--- config.mk ---
export PLATFORM = sky130hd
export DESIGN_NAME = rlc_top
export DESIGN_NICKNAME = d
export VERILOG_FILES = /design/src/hdl/rlc_pkg.sv /design/src/hdl/rlc_top.sv
export SDC_FILE = /design/constraint.sdc
export NUM_CORES = 1
export LEC_CHECK = 0
export BUFFER_PORTS_ARGS = -buffer_cell sky130_fd_sc_hd__buf_2
export CAP_MARGIN = 20
export CORE_AREA = 3 3 88 90
export CTS_CLUSTER_DIAMETER = 100
export DETAILED_ROUTE_END_ITERATION = 10
export DIE_AREA = 0 0 91 93
export PLACE_DENSITY = 0.69
export SYNTH_ARGS = -nofsm -noshare
export SYNTH_HDL_FRONTEND = slang
export SYNTH_SLANG_ARGS = --single-unit
--- constraint.sdc ---
create_clock -name CLK_SYS -period 2.6 [get_ports CLK_SYS]
set_input_delay 0.52 -clock CLK_SYS [delete_from_list [all_inputs] [get_ports CLK_SYS]]
set_output_delay 0.52 -clock CLK_SYS [all_outputs]
set_load 0.03 [all_outputs]
--- src/hdl/rlc_pkg.sv ---
// rlc_pkg: constants, register layout and helpers of the read latency and drive configuration block
`default_nettype none
package rlc_pkg;

   ////////////////////////////////////////////////////////////////////////////
   // read command opcodes, normal and double-rate forms
   localparam logic [7:0] OP_FAST_RD_A  = 8'h0b;
   localparam logic [7:0] OP_FAST_RD_B  = 8'h0c;
   localparam logic [7:0] OP_DUAL_OUT_A = 8'h3b;
   localparam logic [7:0] OP_DUAL_OUT_B = 8'h3c;
   localparam logic [7:0] OP_DUAL_IO_A  = 8'hbb;
   localparam logic [7:0] OP_DUAL_IO_B  = 8'hbc;
   localparam logic [7:0] OP_QUAD_OUT_A = 8'h6b;
   localparam logic [7:0] OP_QUAD_OUT_B = 8'h6c;
   localparam logic [7:0] OP_QUAD_IO_A  = 8'heb;
   localparam logic [7:0] OP_QUAD_IO_B  = 8'hec;
   localparam logic [7:0] OP_SGL_DTR_A  = 8'h0d;
   localparam logic [7:0] OP_SGL_DTR_B  = 8'h0e;
   localparam logic [7:0] OP_DIO_DTR_A  = 8'hbd;
   localparam logic [7:0] OP_DIO_DTR_B  = 8'hbe;
   localparam logic [7:0] OP_QIO_DTR_A  = 8'hed;
   localparam logic [7:0] OP_QIO_DTR_B  = 8'hee;
   // id, parameter table and info row reads share the single-lane latency
   localparam logic [7:0] OP_RD_UID     = 8'h4b;
   localparam logic [7:0] OP_RD_PARAM   = 8'h5a;
   localparam logic [7:0] OP_RD_INFO    = 8'h68;
   // extended register writes
   localparam logic [7:0] OP_EXT_PERSIST = 8'h85;
   localparam logic [7:0] OP_EXT_TEMP    = 8'h83;

   ////////////////////////////////////////////////////////////////////////////
   // default latencies when the dummy field is zero
   localparam logic [3:0] DUMMY_ZERO     = 4'h0;
   localparam logic [3:0] DUMMY_LAST     = 4'h1;
   localparam logic [3:0] DFLT_SGL_SPI   = 4'h8;
   localparam logic [3:0] DFLT_SGL_QPI   = 4'h6;
   localparam logic [3:0] DFLT_OUT_X     = 4'h8;
   localparam logic [3:0] DFLT_DUAL_IO   = 4'h4;
   localparam logic [3:0] DFLT_QUAD_IO   = 4'h6;

   ////////////////////////////////////////////////////////////////////////////
   // extended read register layout
   typedef struct packed {
      logic [2:0] drive;      // drive_strength_bit2..0
      logic       rsvd;       // ext_reserved_bit
      logic       erase_err;
      logic       prog_err;
      logic       prot_err;   // protection_fault_flag
      logic       busy;       // op_in_progress
   } rlc_ext_t;

   typedef struct packed {
      logic erase_err;
      logic prog_err;
      logic prot_err;
      logic busy;
   } rlc_stat_t;

   localparam logic [2:0] EXT_DRIVE_RST = 3'h7;
   localparam logic       EXT_RSVD_VAL  = 1'b1;
   localparam logic [7:0] EXT_RST_VAL   = 8'hf0;

   ////////////////////////////////////////////////////////////////////////////
   // true for every read opcode that has a dummy phase
   function automatic logic rlc_is_read(input logic [7:0] op);
      case (op)
         OP_FAST_RD_A, OP_FAST_RD_B, OP_DUAL_OUT_A, OP_DUAL_OUT_B,
         OP_DUAL_IO_A, OP_DUAL_IO_B, OP_QUAD_OUT_A, OP_QUAD_OUT_B,
         OP_QUAD_IO_A, OP_QUAD_IO_B, OP_SGL_DTR_A, OP_SGL_DTR_B,
         OP_DIO_DTR_A, OP_DIO_DTR_B, OP_QIO_DTR_A, OP_QIO_DTR_B,
         OP_RD_UID, OP_RD_PARAM, OP_RD_INFO: rlc_is_read = 1'b1;
         default:                             rlc_is_read = 1'b0;
      endcase
   endfunction

   // latency for an opcode: the configured field, else the per-command default
   function automatic logic [3:0] rlc_latency(input logic [7:0] op, input logic qpi, input logic [3:0] cfg);
      logic [3:0] dflt;
      case (op)
         OP_FAST_RD_A, OP_FAST_RD_B, OP_SGL_DTR_A, OP_SGL_DTR_B,
         OP_RD_UID, OP_RD_PARAM, OP_RD_INFO: dflt = qpi ? DFLT_SGL_QPI : DFLT_SGL_SPI;
         OP_DUAL_IO_A, OP_DUAL_IO_B, OP_DIO_DTR_A, OP_DIO_DTR_B: dflt = DFLT_DUAL_IO;
         OP_QUAD_IO_A, OP_QUAD_IO_B, OP_QIO_DTR_A, OP_QIO_DTR_B: dflt = DFLT_QUAD_IO;
         default: dflt = DFLT_OUT_X;
      endcase
      rlc_latency = (cfg != DUMMY_ZERO) ? cfg : dflt;
   endfunction

endpackage
`default_nettype wire

--- src/hdl/rlc_top.sv ---
// rlc_top: dummy latency selection, dummy cycle counting and the extended read register
`timescale 1ns/1ns
`default_nettype none

// Operation
// - nonzero dummy field gives a latency of exactly that many serial clocks, 1 to 15.
// - a zero dummy field selects a per-command default latency, never zero.
// - defaults: single 8 spi, 6 qpi; dual/quad out 8; dual io 4; quad io 6.
// - decode fast, dual, quad read opcodes and their double-rate variants.
// - unique id, parameter table and info row reads use single-lane latency.
// - dual io double-rate read is refused while in four-lane instruction mode.
// - extended register bits 7 to 5 select the output drive strength.
// - bits 3 to 0 are read-only status; extended writes leave them alone.
// - opcode 85h writes the persistent copy, 83h the temporary copy.
// - bit 4 reserved; default has bits 7 to 4 one, 3 to 0 zero.
// - at power-up the temporary copy loads from the persistent one first.
// - busy bit reads one while an internal operation runs, else zero.
module rlc_top
   import rlc_pkg::*;
(
   // clock, reset, enable
   input  wire  logic       CLK_SYS,
   input  wire  logic       RST,
   input  wire  logic       CE,
   // serial link pins
   input  wire  logic       SCK,
   input  wire  logic       CS_N,
   // command decoder
   input  wire  logic       CMD_VALID,
   input  wire  logic [7:0] CMD_OPCODE,
   input  wire  logic       QPI_MODE,
   input  wire  logic       ADDR_DONE,
   input  wire  logic [3:0] DUMMY_CFG,
   input  wire  logic       EXT_WR_VALID,
   input  wire  logic [7:0] EXT_WR_DATA,
   // internal operation status
   input  wire  rlc_stat_t  OP_STATUS,
   // outputs
   output logic             READY,
   output logic             CMD_REJECT,
   output logic             DUMMY_ACTIVE,
   output logic             DATA_START,
   output logic [3:0]       DUMMY_LEFT,
   output logic [7:0]       EXT_REG,
   output logic [7:0]       EXT_PERSIST,
   output logic [2:0]       DRIVE_STRENGTH
);

   typedef enum {ST_IDLE, ST_CMD, ST_DUMMY, ST_DATA} rlc_state_t;

   rlc_state_t state_ff;
   rlc_state_t nxt_state;
   logic       sck_s1_ff;
   logic       sck_s2_ff;
   logic       sck_s3_ff;
   logic       csn_s1_ff;
   logic       csn_s2_ff;
   logic       sck_rise;
   logic       ready_ff;
   logic [7:0] op_ff;
   logic       qpi_ff;
   logic       read_ok;
   logic       reject_ff;
   logic [3:0] cnt_ff;
   logic [3:0] nxt_cnt;
   logic       start_ff;
   logic [2:0] drive_ff;
   logic [2:0] drive_nv_ff;
   rlc_ext_t   ext_rd_ff;

   ////////////////////////////////////////////////////////////////////////////
   // pin synchronisers; only the second stage and beyond feed logic
   always_ff @(posedge CLK_SYS or posedge RST) begin
      if (RST) begin
         sck_s1_ff <= 1'b0;
         sck_s2_ff <= 1'b0;
         sck_s3_ff <= 1'b0;
         csn_s1_ff <= 1'b1;
         csn_s2_ff <= 1'b1;
      end else if (CE) begin
         sck_s1_ff <= SCK;
         sck_s2_ff <= sck_s1_ff;
         sck_s3_ff <= sck_s2_ff;
         csn_s1_ff <= CS_N;
         csn_s2_ff <= csn_s1_ff;
      end
   end

   assign sck_rise = sck_s2_ff & ~sck_s3_ff;

   ////////////////////////////////////////////////////////////////////////////
   // power-up load: one enabled cycle after reset copies persistent to temporary
   always_ff @(posedge CLK_SYS or posedge RST) begin
      if (RST) begin
         ready_ff <= 1'b0;
      end else if (CE) begin
         ready_ff <= 1'b1;
      end
   end

   ////////////////////////////////////////////////////////////////////////////
   // opcode latch; the dual io double-rate form is not a command in qpi
   assign read_ok = rlc_is_read(op_ff) &&
                    !(qpi_ff && (op_ff == OP_DIO_DTR_A || op_ff == OP_DIO_DTR_B));

   always_ff @(posedge CLK_SYS or posedge RST) begin
      if (RST) begin
         op_ff     <= 8'h00;
         qpi_ff    <= 1'b0;
         reject_ff <= 1'b0;
      end else if (CE) begin
         reject_ff <= 1'b0;
         // only an opcode that opens a frame is latched, so a stray strobe cannot retarget a running read
         if (CMD_VALID && ready_ff && state_ff == ST_IDLE && !csn_s2_ff) begin
            op_ff     <= CMD_OPCODE;
            qpi_ff    <= QPI_MODE;
            reject_ff <= QPI_MODE && (CMD_OPCODE == OP_DIO_DTR_A || CMD_OPCODE == OP_DIO_DTR_B);
         end
      end
   end

   ////////////////////////////////////////////////////////////////////////////
   // read sequencer; chip select high aborts any phase
   always_comb begin
      nxt_state = state_ff;
      nxt_cnt   = cnt_ff;
      case (state_ff)
         ST_IDLE: begin
            if (CMD_VALID && ready_ff) begin
               nxt_state = ST_CMD;
            end
         end
         ST_CMD: begin
            if (ADDR_DONE) begin
               if (read_ok) begin
                  nxt_state = ST_DUMMY;
                  nxt_cnt   = rlc_latency(op_ff, qpi_ff, DUMMY_CFG);
               end else begin
                  nxt_state = ST_IDLE;
               end
            end
         end
         ST_DUMMY: begin
            if (sck_rise) begin
               nxt_cnt = cnt_ff - DUMMY_LAST;
               if (cnt_ff == DUMMY_LAST) begin
                  nxt_state = ST_DATA;
               end
            end
         end
         ST_DATA: begin
            nxt_state = ST_DATA;
         end
         default: begin
            nxt_state = ST_IDLE;
         end
      endcase
      if (csn_s2_ff) begin
         nxt_state = ST_IDLE;
         nxt_cnt   = DUMMY_ZERO;
      end
   end

   always_ff @(posedge CLK_SYS or posedge RST) begin
      if (RST) begin
         state_ff <= ST_IDLE;
         cnt_ff   <= DUMMY_ZERO;
         start_ff <= 1'b0;
      end else if (CE) begin
         state_ff <= nxt_state;
         cnt_ff   <= nxt_cnt;
         start_ff <= (state_ff == ST_DUMMY) && (nxt_state == ST_DATA);
      end
   end

   ////////////////////////////////////////////////////////////////////////////
   // extended register copies; only the drive field is writable
   always_ff @(posedge CLK_SYS or posedge RST) begin
      if (RST) begin
         drive_nv_ff <= EXT_DRIVE_RST;
         drive_ff    <= EXT_DRIVE_RST;
      end else if (CE) begin
         if (!ready_ff) begin
            drive_ff <= drive_nv_ff;
         end else if (EXT_WR_VALID && state_ff == ST_CMD && op_ff == OP_EXT_TEMP) begin
            drive_ff <= EXT_WR_DATA[7:5];
         end
         if (ready_ff && EXT_WR_VALID && state_ff == ST_CMD && op_ff == OP_EXT_PERSIST) begin
            drive_nv_ff <= EXT_WR_DATA[7:5];
         end
      end
   end

   // read view: status bits follow the live flags, never the write data
   always_ff @(posedge CLK_SYS or posedge RST) begin
      if (RST) begin
         ext_rd_ff <= rlc_ext_t'(EXT_RST_VAL);
      end else if (CE) begin
         ext_rd_ff <= '{drive: drive_ff, rsvd: EXT_RSVD_VAL, erase_err: OP_STATUS.erase_err,
                        prog_err: OP_STATUS.prog_err, prot_err: OP_STATUS.prot_err,
                        busy: OP_STATUS.busy};
      end
   end

   assign READY          = ready_ff;
   assign CMD_REJECT     = reject_ff;
   assign DUMMY_ACTIVE   = (state_ff == ST_DUMMY);
   assign DATA_START     = start_ff;
   assign DUMMY_LEFT     = cnt_ff;
   assign EXT_REG        = ext_rd_ff;
   assign EXT_PERSIST    = {drive_nv_ff, EXT_RSVD_VAL, 4'h0};
   assign DRIVE_STRENGTH = drive_ff;

   ////////////////////////////////////////////////////////////////////////////
   // assertions
   a_explicit_count: assert property (@(posedge CLK_SYS) disable iff (RST)
      (CE && !csn_s2_ff && state_ff == ST_CMD && ADDR_DONE && read_ok && DUMMY_CFG != DUMMY_ZERO)
      |=> (cnt_ff == $past(DUMMY_CFG)))
      else $error("explicit dummy count not loaded");

   a_zero_default: assert property (@(posedge CLK_SYS) disable iff (RST)
      (CE && !csn_s2_ff && state_ff == ST_CMD && ADDR_DONE && read_ok) |=> (cnt_ff != DUMMY_ZERO))
      else $error("zero dummy latency loaded");

   a_dual_io_dflt: assert property (@(posedge CLK_SYS) disable iff (RST)
      (CE && !csn_s2_ff && state_ff == ST_CMD && ADDR_DONE && DUMMY_CFG == DUMMY_ZERO && op_ff == OP_DUAL_IO_A)
      |=> (cnt_ff == DFLT_DUAL_IO))
      else $error("dual io default latency wrong");

   a_uid_latency: assert property (@(posedge CLK_SYS) disable iff (RST)
      (CE && !csn_s2_ff && state_ff == ST_CMD && ADDR_DONE && DUMMY_CFG == DUMMY_ZERO && op_ff == OP_RD_UID)
      |=> (cnt_ff == (qpi_ff ? DFLT_SGL_QPI : DFLT_SGL_SPI)))
      else $error("id read latency differs from fast read");

   a_dtr_qpi_block: assert property (@(posedge CLK_SYS) disable iff (RST)
      (CE && state_ff == ST_CMD && ADDR_DONE && qpi_ff && op_ff == OP_DIO_DTR_B) |=> (state_ff != ST_DUMMY))
      else $error("dual io double-rate read accepted in qpi");

   a_temp_write: assert property (@(posedge CLK_SYS) disable iff (RST)
      (CE && ready_ff && EXT_WR_VALID && state_ff == ST_CMD && op_ff == OP_EXT_TEMP)
      |=> (DRIVE_STRENGTH == $past(EXT_WR_DATA[7:5])) && $stable(drive_nv_ff))
      else $error("temporary extended write misrouted");

   // sampled reset in the antecedent: at the release edge the flops still take their reset value
   a_status_live: assert property (@(posedge CLK_SYS) disable iff (RST)
      (!RST && CE) |=> (EXT_REG[3:0] == $past(OP_STATUS)) && (EXT_REG[4] == EXT_RSVD_VAL))
      else $error("status bits not tracking operation flags");

   a_busy_flag: assert property (@(posedge CLK_SYS) disable iff (RST)
      (!RST && CE && OP_STATUS.busy) |=> EXT_REG[0])
      else $error("busy flag not shown");

   a_powerup_load: assert property (@(posedge CLK_SYS) disable iff (RST)
      (!RST && CE && !ready_ff) |=> (ready_ff && drive_ff == $past(drive_nv_ff)))
      else $error("temporary copy not loaded at power-up");

   a_data_after_dummy: assert property (@(posedge CLK_SYS) disable iff (RST)
      (CE && state_ff == ST_DUMMY && sck_rise && cnt_ff == DUMMY_LAST && !csn_s2_ff) |=> DATA_START)
      else $error("data start missing after last dummy clock");

endmodule // rlc_top
`default_nettype wire

==> results.toml <==
[sta]
relSlewSlack = 0.570
setup_viol = 0
fmax_ghz = 0.430
period_minus_slack_ps = 2330
post-route-period-util = 0.895
slew_violations = 0
setup_ws_ps = 274
rsz0062_at_grt = "no"
finClkSkew_ps = 7.85
fin_tns_setup_ps = 0
hold_violations = 0
tightest_slew_ps = 636

[synthesis]
ys_types = 58
ys_ff_latch = 66
yosysWarningCount = 0
ys_top_cells_by_count = "dfrtp_1 (55), nor2b_1 (34), mux2_1 (12), mux2_2 (12), dfstp_2 (11)"
netlist_instances = 254
synth-main-ff-cell = "dfrtp_1"
syn_area_mm2 = 0.00310
synth.most_common_cell = "dfrtp_1"
ys_seq_area_frac = 0.537
synth.avg_cell_area_um2 = 12.2
synth_top_cell_area_share = 0.444
yosys.area.top_type = "dfrtp_1"
synthArstFlopShare = 1.00
synth_edf_count = 0
synth.area.top_cells = "dfrtp_1 (44%), dfstp_2 (9.3%), nor2b_1 (6.9%)"

[detailed_routing]
routed_wl_um = 6070
firstDrtPassIters = 4
drt_iter0_drc = 106
ant_nets = 0
viasPerCell = 5.12
drc_errors = 0
vias = 2085
wl_per_cell_um = 14.9

[critical_path]
rr_startpoint = "state_ff[7]"
start_kind = "flop"
end_kind = "primary output"
path_max_fanout = 3
endpoint = "DUMMY_ACTIVE"
path_class = "reg2out"
critPathRequiredTime_ps = 2080
r2r-end = "op_ff[3]"
worstPathArrival_ps = 1810
rr_worst_depth = 6
r2r_setup_slack_ps = 280
startpoint = "state_ff[7]"

[clocking]
cts_root_buffer = "clkbuf_8"
cts_resized = 0
path_clk_slew_ps = 70
clock_path_buffers = 2
post_cts_buffers = 0
clk_latency_ps = 340
numCtsBuffers = 9
clock-sinks = 66
cts.hold.buffers_added = 0
cts.htree.levels = 3
cts_tree = "yes"

[global_route]
antenna_found_initial = 0
grt_usage = 0.155
grt-ovfl-total = 0
grt_pass1_vias = 2103
grt_max_degree = 67
grt_pass1_wl_um = 10300

[floorplan]
start_util = 0.435
num_rows = 31
ioPinCount = 60
core_mm2 = 0.00714
die-area_mm2 = 0.00846
die_y_um = 93
die_w_um = 91

[place]
io_buffer_count = 48
place.gp.congestion = 0.777
post-place-cells = 392
hpwlAfterDp_um = 4360
dp_slack_ps = 250

[cells_and_area]
final_core_util = 0.506
nets = 339
syn_to_final_growth_pct = 16.5
drive_gt1_frac = 0.334
antenna_cells = 0
stdcell_count = 407

[hold_path]
hold_path_class = "in2async"

[outcome]
outcome = "finished, final reports clean"

[power_and_ir_drop]
power_density_mw_per_mm2 = 727
ir_drop_uv = 348
totalPowerFinal_mw = 2.63
leakagePower_nw = 1.72

[run]
drv_cap = 0
-- layout make-up --
cell class | count | area (µm²)
timing repair buffer | 53 | 290
clock inverter | 2 | 35.0
clock buffer | 13 | 169
multi-input combinational | 167 | 1300
tap | 99 | 124
fill | 661 | 3520
sequential | 66 | 1670
inverter | 7 | 26.3
-- how the worst min path moves through the flow --
stage / startpoint / endpoint / slack [ps] / cells past startpoint
after floorplan: state_ff[7] / state_ff[7] / 460 / 1
after global placement: state_ff[7] / state_ff[7] / 480 / 1
after detailed placement: state_ff[7] / state_ff[7] / 490 / 1
after CTS: RST / EXT_REG[3] / 250 / 3
after global routing: RST / EXT_REG[3] / 250 / 3
final: RST / EXT_REG[3] / 240 / 3
-- per-stage QoR --
stage	hold slack [ps]	cell area, µm²
final	236	3610
after detailed placement	487	3410
after global placement	476	3410
after CTS	252	3610
after global routing	253	3610
after floorplan	464	3120
-- cell usage in the layout (no fill, tap or decap), drive strengths merged, types with 4 or more instances in the layout --
cell type  instances
dfrtp             55
buf               53
nor2b             35
mux2              24
clkbuf            13
dfstp             11
a21oi             10
nor4              10
nor2               7
inv                7
nand2              6
conb               6
nor3               6
mux2i              4
a31oi              4
a32o               4
-- registers in the layout, summed over array words and instances, names as in the netlist, 3 cells and up --
register,flops
DUMMY_LEFT,4
op_ff,8
EXT_REG,7
drive_nv_ff,3
state_ff,32
DRIVE_STRENGTH,3
-- cells by family (layout without fill, tap and decap cells) --
logic type / Yosys count / in the layout / share of synthesized area
and+or+nand+nor: 91 / 91 / 0.199
DFF: 66 / 66 / 0.537
buffers and inverters: 25 / 75 / 0.0480
adders and majority gates: 2 / 2 / 0.00807
other: 2 / 6 / 0.00242
muxes: 28 / 28 / 0.100
xor gates and xnor gates: 5 / 5 / 0.0141
AOI/OAI and AO/OA: 35 / 35 / 0.0912
-- report_power, final --
part	leakage, nW	internal [mW]	switching, mW	total [mW]
registers	0.842	1.14	0.139	1.28
logic	0.777	0.210	0.263	0.473
clock network	0.106	0.515	0.361	0.876
total	1.72	1.86	0.763	2.63
-- critical path, stage by stage, from the launching register on --
cell     delay [ps]
dfrtp_1         370
nor4_1          310
nand4_1         210
nor3_2          320
buf_2           260
-- layer usage --
metal / wire, µm / GRT usage / vias to the layer above / part of all wire
li1: - / - / 1008 / -
met1: 2790 / 0.199 / 1023 / 0.46
met2: 2920 / 0.246 / 47 / 0.48
met3: 258 / 0.0354 / 7 / 0.042
met4: 111 / 0.0829 / 0 / 0.018
met5: 0 / 0 / - / 0
No activity file was read; power rests on OpenSTA's default activity.
